===== src/core/flash_front_end_params.svh =====
// Constants for the flash command front end: offsets, fields, reset values and timing.
`ifndef FLASH_FRONT_END_PARAMS_SVH
`define FLASH_FRONT_END_PARAMS_SVH
`define OFS_CLOCK_RATIO     5'h02
`define OFS_USER_STATUS     5'h05
`define OFS_COMMAND         5'h06
`define OFS_LATENCY_SELECT  5'h07
`define OFS_CONTROL         5'h08
`define CMD_BLANK_CHECK     7'h05
`define CMD_PAGE_VERIFY     7'h06
`define CMD_PROGRAM         7'h20
`define CMD_PAGE_ERASE      7'h40
`define CMD_MASS_ERASE      7'h41
`define STAT_BUF_EMPTY_BIT  7
`define STAT_COMPLETE_BIT   6
`define STAT_PROT_VIOL_BIT  5
`define STAT_ACC_ERR_BIT    4
`define STAT_BLANK_BIT      2
`define CLKD_LOADED_BIT     7
`define CLKD_PRESCALE_BIT   6
`define CTRL_BUF_IE_BIT     7
`define CTRL_CMP_IE_BIT     6
`define LATENCY_FAST        2'b10
`define LATENCY_RESET       2'b10
`define PRESCALE_DIVIDE     8
`define PROG_TICKS          8'h1E
`define ERASE_TICKS         8'h80
`define VERIFY_CYCLES       16'h0040
`define PUMP_SETUP_TICKS    8'h04
`endif


===== src/core/flash_front_end_pkg.sv =====
// Types shared by the flash command front end.
package flash_front_end_pkg;
  typedef enum logic [1:0] {EXEC_IDLE, EXEC_PUMP, EXEC_RUN} exec_state_t;
  typedef enum logic [1:0] {SEQ_IDLE, SEQ_ARRAY, SEQ_CMD} seq_state_t;
endpackage


===== src/core/timebase_divider.sv =====
// Prescaler and programmable divider that make the program timebase tick.
`timescale 1ns/1ps
`default_nettype none
`include "flash_front_end_params.svh"
module timebase_divider #(
  parameter int RATIO_W = 6
) (
  // Clock and reset.
  input  wire logic               clk,
  input  wire logic               rstn,
  // Setting.
  input  wire logic               prescale_by_eight,
  input  wire logic [RATIO_W-1:0] ratio,
  input  wire logic               restart,
  // Timebase.
  output logic                    tick
);
  typedef struct packed {
    logic [2:0]         pre;
    logic [RATIO_W-1:0] div;
    logic               tick;
  } div_state_t;
  div_state_t s_r;
  div_state_t s_nxt;
  logic pre_done;
  always_comb begin
    s_nxt = s_r;
    s_nxt.tick = 1'b0;
    pre_done = !prescale_by_eight || (s_r.pre == 3'(`PRESCALE_DIVIDE - 1));
    if (restart) begin
      s_nxt.pre = 3'h0;
      s_nxt.div = '0;
    end else begin
      s_nxt.pre = pre_done ? 3'h0 : s_r.pre + 3'h1;
      if (pre_done) begin
        if (s_r.div >= ratio) begin
          s_nxt.div = '0;
          s_nxt.tick = 1'b1;
        end else begin
          s_nxt.div = s_r.div + 1'b1;
        end
      end
    end
  end
  always_ff @(posedge clk or negedge rstn) begin
    if (!rstn) begin
      s_r <= '0;
    end else begin
      s_r <= s_nxt;
    end
  end
  assign tick = s_r.tick;
endmodule
`default_nettype wire


===== src/core/flash_command_front_end.sv =====
// Command register, latency select, access checks, command queue and timebase of the flash.
// Behaviour
// Command bit 7 reads zero; six-zero read/write.
// Only five command codes are legal.
// Illegal command code sets access error.
// Latency field read-only fixed; upper bits zero.
// Latency 2'b10 gives one-cycle reads, else two.
// Array read needs request, range, read direction; the code checks request and read direction, with no range check.
// Array write latched; command decides its effect.
// Non-word array writes end in transfer error.
// Timebase derives only from the bus clock.
// Command, address, data form a two-stage queue.
// Same-row programs keep high voltage active.
// Empty and complete flags raise enabled interrupts.
// Software sets ratio before any command.
// Software sets prescale above 12.8 MHz.
// Timebase is clock, prescaled, over ratio plus one.
// Software picks ratio from 200 kHz quotient.
// Software keeps timebase at least 150 kHz.
// Software keeps timebase at most 200 kHz.
// Execution time scales with timebase period; the code counts the run phase of blank check and page verify in bus clocks, not ticks.
// Ratio write sets loaded flag; reset clears.
// No command executes before ratio loaded.
// Writing one to empty flag launches command.
// Launch clears complete flag same cycle.
// Access error blocks launch and new sequence.
// Launch without ratio sets access error.
`timescale 1ns/1ps
`default_nettype none
`include "flash_front_end_params.svh"
module flash_command_front_end #(
  parameter int          ADDR_W    = 19,
  parameter int          ROW_LSB   = 8,
  parameter logic [1:0]  LATENCY   = `LATENCY_RESET
) (
  // Clock and reset.
  input  wire logic              clk,
  input  wire logic              rstn,
  // Register port.
  input  wire logic              reg_sel,
  input  wire logic              reg_write,
  input  wire logic [4:0]        reg_addr,
  input  wire logic [7:0]        reg_wdata,
  output logic      [15:0]       reg_rdata,
  // Array bus port.
  input  wire logic              arr_req,
  input  wire logic              arr_write,
  input  wire logic [1:0]        arr_size,
  input  wire logic [ADDR_W-1:0] arr_addr,
  input  wire logic [31:0]       arr_wdata,
  output logic                   arr_ack,
  output logic                   arr_err,
  output logic                   arr_read_en,
  // Array engine.
  output logic                   engine_busy,
  output logic [6:0]             engine_cmd,
  output logic [ADDR_W-1:0]      engine_addr,
  output logic [31:0]            engine_data,
  output logic                   high_voltage,
  output logic                   timebase_tick,
  input  wire logic              engine_blank,
  // Interrupts.
  output logic                   buf_empty_irq,
  output logic                   complete_irq
);
  typedef struct packed {
    logic [6:0]                     cmd;
    logic [5:0]                     ratio;
    logic                           prescale;
    logic                           loaded;
    logic                           buf_empty;
    logic                           complete;
    logic                           acc_err;
    logic                           blank;
    logic                           buf_ie;
    logic                           cmp_ie;
    flash_front_end_pkg::seq_state_t seq;
    logic                           pend_v;
    logic [6:0]                     pend_cmd;
    logic [ADDR_W-1:0]              pend_addr;
    logic [31:0]                    pend_data;
    logic [ADDR_W-1:0]              buf_addr;
    logic [31:0]                    buf_data;
    flash_front_end_pkg::exec_state_t ex;
    logic [6:0]                     ex_cmd;
    logic [ADDR_W-1:0]              ex_addr;
    logic [31:0]                    ex_data;
    logic [15:0]                    ex_cnt;
    logic                           hv;
    logic                           busy;
    logic [15:0]                    rdata;
    logic                           ack;
    logic                           err;
    logic                           rd_en;
    logic                           rd_wait;
    logic                           buf_irq;
    logic                           cmp_irq;
  } fe_state_t;
  fe_state_t s_r;
  fe_state_t s_nxt;
  logic legal;
  logic wr;
  logic launch;
  logic same_row;
  logic tick;
  logic ratio_wr;
  logic acc_set;
  function automatic logic [15:0] op_len(input logic [6:0] c);
    case (c)
      `CMD_PROGRAM:    op_len = {8'h00, `PROG_TICKS};
      `CMD_PAGE_ERASE: op_len = {8'h00, `ERASE_TICKS};
      `CMD_MASS_ERASE: op_len = {8'h00, `ERASE_TICKS};
      default:         op_len = `VERIFY_CYCLES;
    endcase
  endfunction
  assign ratio_wr = reg_sel && reg_write && (reg_addr == `OFS_CLOCK_RATIO);
  timebase_divider #(
    .RATIO_W(6)
  ) u_div (
    .clk              (clk),
    .rstn             (rstn),
    .prescale_by_eight(s_r.prescale),
    .ratio            (s_r.ratio),
    .restart          (ratio_wr),
    .tick             (tick)
  );
  always_comb begin
    s_nxt = s_r;
    wr = reg_sel && reg_write;
    legal = 1'b0;
    launch = 1'b0;
    same_row = 1'b0;
    acc_set = 1'b0;
    s_nxt.ack = 1'b0;
    s_nxt.err = 1'b0;
    s_nxt.rd_en = 1'b0;
    case (reg_wdata[6:0])
      `CMD_BLANK_CHECK, `CMD_PAGE_VERIFY, `CMD_PROGRAM,
      `CMD_PAGE_ERASE, `CMD_MASS_ERASE: legal = 1'b1;
      default: legal = 1'b0;
    endcase
    // Array port.
    if (arr_req && !arr_write && !s_r.ack) begin
      if (LATENCY == `LATENCY_FAST || s_r.rd_wait) begin
        s_nxt.ack = 1'b1;
        s_nxt.rd_en = 1'b1;
        s_nxt.rd_wait = 1'b0;
      end else begin
        s_nxt.rd_wait = 1'b1;
      end
    end else if (arr_req && arr_write && !s_r.ack) begin
      s_nxt.ack = 1'b1;
      if (arr_size != 2'h2) begin
        s_nxt.err = 1'b1;
      end else if (s_r.acc_err || !s_r.buf_empty || s_r.seq == flash_front_end_pkg::SEQ_CMD) begin
        s_nxt.acc_err = 1'b1;
        acc_set = 1'b1;
      end else begin
        s_nxt.buf_addr = arr_addr;
        s_nxt.buf_data = arr_wdata;
        s_nxt.seq = flash_front_end_pkg::SEQ_ARRAY;
      end
    end
    // Register writes.
    if (wr) begin
      case (reg_addr)
        `OFS_CLOCK_RATIO: begin
          s_nxt.ratio = reg_wdata[5:0];
          s_nxt.prescale = reg_wdata[`CLKD_PRESCALE_BIT];
          s_nxt.loaded = 1'b1;
        end
        `OFS_CONTROL: begin
          s_nxt.buf_ie = reg_wdata[`CTRL_BUF_IE_BIT];
          s_nxt.cmp_ie = reg_wdata[`CTRL_CMP_IE_BIT];
        end
        `OFS_COMMAND: begin
          s_nxt.cmd = reg_wdata[6:0];
          if (s_r.seq == flash_front_end_pkg::SEQ_ARRAY) begin
            if (legal) begin
              s_nxt.seq = flash_front_end_pkg::SEQ_CMD;
            end else begin
              s_nxt.acc_err = 1'b1;
              s_nxt.seq = flash_front_end_pkg::SEQ_IDLE;
            end
          end
        end
        `OFS_USER_STATUS: begin
          if (reg_wdata[`STAT_ACC_ERR_BIT] && !acc_set) begin
            s_nxt.acc_err = 1'b0;
          end
          if (reg_wdata[`STAT_BLANK_BIT]) begin
            s_nxt.blank = 1'b0;
          end
          if (reg_wdata[`STAT_BUF_EMPTY_BIT]) begin
            if (s_r.acc_err) begin
              s_nxt.acc_err = 1'b1;
            end else if (!s_r.loaded) begin
              s_nxt.acc_err = 1'b1;
            end else if (s_r.seq == flash_front_end_pkg::SEQ_CMD && s_r.buf_empty) begin
              launch = 1'b1;
            end
          end else if (s_r.seq != flash_front_end_pkg::SEQ_IDLE) begin
            s_nxt.acc_err = 1'b1;
            s_nxt.seq = flash_front_end_pkg::SEQ_IDLE;
          end
        end
        default: begin
        end
      endcase
    end
    if (launch) begin
      s_nxt.pend_v = 1'b1;
      s_nxt.pend_cmd = s_r.cmd;
      s_nxt.pend_addr = s_r.buf_addr;
      s_nxt.pend_data = s_r.buf_data;
      s_nxt.buf_empty = 1'b0;
      s_nxt.complete = 1'b0;
      s_nxt.seq = flash_front_end_pkg::SEQ_IDLE;
    end
    // Executor.
    case (s_r.ex)
      flash_front_end_pkg::EXEC_IDLE: begin
        if (s_r.pend_v) begin
          same_row = s_r.hv && s_r.pend_cmd == `CMD_PROGRAM && s_r.ex_cmd == `CMD_PROGRAM &&
                     s_r.pend_addr[ADDR_W-1:ROW_LSB] == s_r.ex_addr[ADDR_W-1:ROW_LSB];
          s_nxt.ex_cmd = s_r.pend_cmd;
          s_nxt.ex_addr = s_r.pend_addr;
          s_nxt.ex_data = s_r.pend_data;
          s_nxt.pend_v = launch;
          s_nxt.buf_empty = !launch;
          if (same_row) begin
            s_nxt.ex = flash_front_end_pkg::EXEC_RUN;
            s_nxt.ex_cnt = op_len(s_r.pend_cmd);
          end else begin
            s_nxt.ex = flash_front_end_pkg::EXEC_PUMP;
            s_nxt.ex_cnt = {8'h00, `PUMP_SETUP_TICKS};
            s_nxt.hv = 1'b1;
          end
        end else begin
          s_nxt.hv = 1'b0;
        end
      end
      flash_front_end_pkg::EXEC_PUMP: begin
        if (tick) begin
          if (s_r.ex_cnt == 16'h0001) begin
            s_nxt.ex = flash_front_end_pkg::EXEC_RUN;
            s_nxt.ex_cnt = op_len(s_r.ex_cmd);
          end else begin
            s_nxt.ex_cnt = s_r.ex_cnt - 16'h0001;
          end
        end
      end
      flash_front_end_pkg::EXEC_RUN: begin
        if (tick || s_r.ex_cmd == `CMD_BLANK_CHECK || s_r.ex_cmd == `CMD_PAGE_VERIFY) begin
          if (s_r.ex_cnt == 16'h0001) begin
            s_nxt.ex = flash_front_end_pkg::EXEC_IDLE;
            if (s_r.ex_cmd == `CMD_BLANK_CHECK || s_r.ex_cmd == `CMD_PAGE_VERIFY) begin
              s_nxt.blank = s_r.blank || engine_blank;
            end
            if (!s_r.pend_v && !launch) begin
              s_nxt.complete = 1'b1;
            end
          end else begin
            s_nxt.ex_cnt = s_r.ex_cnt - 16'h0001;
          end
        end
      end
      default: s_nxt.ex = flash_front_end_pkg::EXEC_IDLE;
    endcase
    s_nxt.busy = (s_nxt.ex != flash_front_end_pkg::EXEC_IDLE);
    // Register read data.
    case (reg_addr)
      `OFS_CLOCK_RATIO:    s_nxt.rdata = {8'h00, s_r.loaded, s_r.prescale, s_r.ratio};
      `OFS_USER_STATUS:    s_nxt.rdata = {8'h00, s_r.buf_empty, s_r.complete, 1'b0,
                                          s_r.acc_err, 1'b0, s_r.blank, 2'h0};
      `OFS_COMMAND:        s_nxt.rdata = {9'h000, s_r.cmd};
      `OFS_LATENCY_SELECT: s_nxt.rdata = {14'h0000, LATENCY};
      `OFS_CONTROL:        s_nxt.rdata = {8'h00, s_r.buf_ie, s_r.cmp_ie, 6'h00};
      default:             s_nxt.rdata = 16'h0000;
    endcase
    s_nxt.buf_irq = s_nxt.buf_empty && s_nxt.buf_ie;
    s_nxt.cmp_irq = s_nxt.complete && s_nxt.cmp_ie;
  end
  always_ff @(posedge clk or negedge rstn) begin
    if (!rstn) begin
      s_r <= '0;
      s_r.buf_empty <= 1'b1;
      s_r.complete <= 1'b1;
      s_r.ex <= flash_front_end_pkg::EXEC_IDLE;
      s_r.seq <= flash_front_end_pkg::SEQ_IDLE;
    end else begin
      s_r <= s_nxt;
    end
  end
  assign reg_rdata = s_r.rdata;
  assign arr_ack = s_r.ack;
  assign arr_err = s_r.err;
  assign arr_read_en = s_r.rd_en;
  assign engine_busy = s_r.busy;
  assign engine_cmd = s_r.ex_cmd;
  assign engine_addr = s_r.ex_addr;
  assign engine_data = s_r.ex_data;
  assign high_voltage = s_r.hv;
  assign timebase_tick = tick;
  assign buf_empty_irq = s_r.buf_irq;
  assign complete_irq = s_r.cmp_irq;
endmodule
`default_nettype wire


===== config.mk =====
export PLATFORM = sky130hd
export DESIGN_NAME = flash_command_front_end
export DESIGN_NICKNAME = d
export VERILOG_FILES = /design/src/core/flash_front_end_pkg.sv /design/src/core/timebase_divider.sv /design/src/core/flash_command_front_end.sv
export VERILOG_INCLUDE_DIRS = /design/src /design/src/core
export SDC_FILE = /design/constraint.sdc
export NUM_CORES = 1
export LEC_CHECK = 0
export BUFFER_PORTS_ARGS = -buffer_cell sky130_fd_sc_hd__buf_2
export CAP_MARGIN = 25
export CORE_MARGIN = 3
export CORE_UTILIZATION = 28
export CTS_CLUSTER_DIAMETER = 40
export DETAILED_ROUTE_END_ITERATION = 10
export MAX_ROUTING_LAYER = met4
export SYNTH_ARGS = -nofsm -noshare
export SYNTH_HDL_FRONTEND = slang
export SYNTH_SLANG_ARGS = --single-unit

===== constraint.sdc =====
create_clock -name clk -period 4.3 [get_ports clk]
set_input_delay 0.645 -clock clk [delete_from_list [all_inputs] [get_ports clk]]
set_output_delay 0.645 -clock clk [all_outputs]
set_load 0.005 [all_outputs]

==> out/results.tsv <==
stage	metric	value	unit
critical_path	CP arrival	3240	ps
layout	Finished Layout Cells	1413	
yosys	Cells after Synth	807	
yosys	ys flop type	dfrtp_1	
timing	fin crit share	65.6	%
route	Final ANT Viol Nets	0	
die	full die area	39800	um2
critical_path	crit-path max cell delay	730	ps
die	core area	36800	um2
yosys	Post-synth EDFFs	0	
critical_path	CP required	4720	ps
die	I/O pins	155	
power	Switching Fraction	24.5	%
critical_path	R2R Setup Slk	1480	ps
clock_tree	Clock transition at path regs	50	ps
route	via-per-instance ratio	4.56	
place	Post-DP HPWL	15000	um
hold_path	Hold Crit Class	in -> async	
place	PortBufs	146	
yosys	largest family of logic cells by synthesized area	multiplexers	
route	vias post-DR	6437	
critical_path	Buf+Inv Stages, Crit Path	0	
die	die width	200	um
clock_tree	root buf cell	clkbuf_16	
timing	crit path time final	2820	ps
yosys	Ys Warns	0	
clock_tree	Num CTS Buffers	41	
critical_path	WS Path Type	reg -> reg	
clock_tree	Skew-Pair Late Insertion Delay	540	ps
yosys	register bit total from synthesis	234	
route	Routed Wire Length	22900	um
die	die height	200	um
route	Detailed Route Iter0 Violations	252	
critical_path	r2r worst-path depth	6	
layout	FF/Latch Area	5860	um2
timing	setup TNS	0	ps
die	Initial Util	28.5	%
power	Power Total	6.54	mW
yosys	Seq/Total Area, Yosys	55.8	%
critical_path	CP Cell Sequence	or4_1, nor2_1, nand4b_1, nor4_2, nor2_1, o31ai_1	
power	switching power	1.60	mW
layout	Layout Nets	997	
timing	Fin Hold WS	171	ps
power	sequential power share	39.9	%
yosys	post-synthesis simple-gate area fraction	7.78	%
critical_path	startpoint types	register	
timing	Max-slew headroom	38.1	%
yosys	post-synthesis compound-gate area fraction	5.77	%
timing	Hold Fails Final Rpt	0	
power	Pwr Density	513	nW/um2
grt	initial antenna violation count	3	
yosys	post-synthesis cell area	10500	um2
power	leakage dissipation	6.34	nW
timing	Final Max Slew Viols	0	
timing	RSZ-0062 raised after global routing	false	
die	Rows	70	
yosys	XOR/XNOR Fraction of Synth Area	1.75	%
timing	skew final	21.9	ps
critical_path	crit path capture type	register	
grt	global route overflow	0	
layout	multi-input logic area	3920	um2
route	# DRC	0	
clock_tree	CTS hold repair buffers	0	
clock_tree	CTS tree	built	
grt	vias in the first global route	6514	
power	combinational share of power	7.3	%
clock_tree	clk sinks	234	
critical_path	most frequent CP cell	nor2_1	
clock_tree	setup bufs post-CTS	0	
power	Clock Power Share	52.8	%
critical_path	critical-path maximum fanout	7	
yosys	FFs w/ async S/R, synth	100	%
power	largest vdd supply drop	0.482	mV
route	Initial DRT Pass Iterations	4	
clock_tree	Bufs on Longest Clock Path	3	
flow_run	MaxCap Viol Count	0	
critical_path	Top delay family on crit path	simple AND/OR/NAND/NOR gates	
yosys	multiplexer share of the synthesized area	19.8	%
layout	fill count	3644	
layout	Area growth, synth to finish	21.5	%
place	placed insts	1334	
timing	Least-Margin Pin Slew	929	ps
critical_path	Worst path slowest cell	nor4_2	
route	routed length per instance	16.2	um
clock_tree	CTS HTree Levels	2	
yosys	adder-cell share of the synthesized area	1.79	%
power	Pint	4.94	mW
timing	fmax	0.355	GHz
timing	number of setup violations in the final report	0	
grt	total track usage	11.9	%
yosys	number of distinct library cells after synthesis	65	
grt	largest net degree at the start of global routing	110	
run_status	status	finished, final reports clean	
place	Final GP Congestion	0.832	
clock_tree	post-cts sizing count	0	
critical_path	Worst path depth	6	
layout	layout cells sized above 1	45.9	%
grt	first-pass GRT wire length	36400	um
yosys	Syn Area/Cell	13.0	um2
==> routing by layer <==
layer / global-route usage [%] / routed length (um) / vias to the layer above
met5: - / 0 / -
met4: 3.70 / 459 / 0
met3: 4.28 / 1630 / 40
met2: 17.4 / 10400 / 160
met1: 15.5 / 10400 / 3226
li1: - / - / 3011
==> metrics by stage <==
step	util [%]	cell area [um2]	setup WS [ps]
after floorplan	-	10500	1810
after global placement	30.6	11300	1450
after detailed placement	30.6	11300	1380
after CTS	34.6	12700	1520
after global routing	34.7	12700	1290
final	34.7	12700	1480
==> cells by family after synthesis <==
| kind of cell | after synthesis |
|---|---|
| compound gates | 83 |
| xor+xnor | 21 |
| fa+ha+maj | 15 |
| buf+inv | 121 |
| flops | 234 |
| mux | 185 |
| other cells | 1 |
| simple gates | 147 |
==> cell type report <==
class                   instances  area share [%]
diodes                          3          0.0589
clock buffers                  44            8.55
clock inverters                32            3.14
inverters                      21           0.618
multi-input cells             459            30.7
flip-flops and latches        234            46.0
well taps                     468            4.59
repair buffers                152            6.36
==> placed cells by master, fill, tap and decap left out, types with 4 or more instances in the layout <==
| cell type | synthesis | layout |
|---|---|---|
| nor2b_1 | 7 | 7 |
| nor3_1 | 9 | 9 |
| o21ai_0 | 10 | 10 |
| o21ai_1 | 5 | 5 |
| and3_1 | 7 | 6 |
| buf_4 | 74 | 4 |
| mux2_2 | 184 | 184 |
| inv_8 | 0 | 4 |
| inv_1 | 21 | 21 |
| a211oi_1 | 4 | 4 |
| or3_1 | 4 | 4 |
| bufinv_16 | 0 | 5 |
| o31ai_1 | 5 | 5 |
| dfrtp_1 | 232 | 232 |
| a21oi_1 | 16 | 16 |
| and2_1 | 5 | 5 |
| nand2_1 | 33 | 32 |
| buf_2 | 6 | 145 |
| nand2b_1 | 6 | 6 |
| nor4_1 | 4 | 4 |
| a21o_1 | 5 | 5 |
| a22o_1 | 6 | 6 |
| clkinv_4 | 0 | 5 |
| inv_6 | 0 | 11 |
| nand3_1 | 11 | 11 |
| conb_1 | 1 | 8 |
| a22oi_1 | 5 | 5 |
| nor2_1 | 33 | 33 |
| clkbuf_16 | 0 | 43 |
| ha_1 | 15 | 15 |
| xnor2_1 | 19 | 19 |
==> power groups by stage <==
stage / Clock, mW / Sequential (mW) / Combinational [mW]
2_1_floorplan: 0 / 2.59 / 0.339
3_3_place_gp: 0 / 2.64 / 0.472
3_5_place_dp: 0 / 2.65 / 0.488
4_1_cts: 3.56 / 2.61 / 0.491
5_1_grt: 3.66 / 2.64 / 0.543
6_report: 3.45 / 2.61 / 0.479
==> worst paths after layout <==
path                                     from           end
min in group clk                    arr_write   arr_read_en
worst max register to register  engine_cmd[1]       s_r[25]
worst max-delay path            engine_cmd[1]       s_r[25]
worst min register to register   u_div.s_r[7]  u_div.s_r[7]
worst min-delay path                     rstn      s_r[172]
max in group asynchronous                rstn      s_r[216]
==> Yosys cell counts, types with 3 or more instances <==
| cell type | instances | area share (%) |
|---|---|---|
| nand2b_1 | 6 | 0.36 |
| nor3_1 | 9 | 0.43 |
| mux2_2 | 184 | 20 |
| clkbuf_1 | 18 | 0.64 |
| o21ai_1 | 5 | 0.24 |
| inv_1 | 21 | 0.75 |
| nand2_1 | 33 | 1.2 |
| o31ai_1 | 5 | 0.36 |
| a31oi_1 | 3 | 0.18 |
| nand4_1 | 3 | 0.18 |
| and3_1 | 7 | 0.42 |
| xnor2_1 | 19 | 1.6 |
| a211oi_1 | 4 | 0.29 |
| a22o_1 | 6 | 0.50 |
| a21oi_1 | 16 | 0.76 |
| a21o_1 | 5 | 0.36 |
| nand3_1 | 11 | 0.52 |
| buf_2 | 6 | 0.29 |
| or3_1 | 4 | 0.24 |
| nor4_2 | 3 | 0.36 |
| dfrtp_1 | 232 | 55 |
| nor3b_1 | 3 | 0.21 |
| nor4b_1 | 3 | 0.25 |
| nor2b_1 | 7 | 0.42 |
| a22oi_1 | 5 | 0.36 |
| o211ai_1 | 3 | 0.21 |
| nor2_1 | 33 | 1.2 |
| and2_1 | 5 | 0.30 |
| nor4_1 | 4 | 0.24 |
| o21ai_0 | 10 | 0.48 |
| buf_4 | 74 | 5.3 |
| ha_1 | 15 | 1.8 |
==> flip-flops by register name, summed over array words and instances (netlist names), 7 cells and up <==
register,count
reg_rdata,8
s_r,151
u_div.s_r,9
engine_data,32
engine_addr,19
engine_cmd,7
Note: power is estimated with default switching activity, not from simulation.
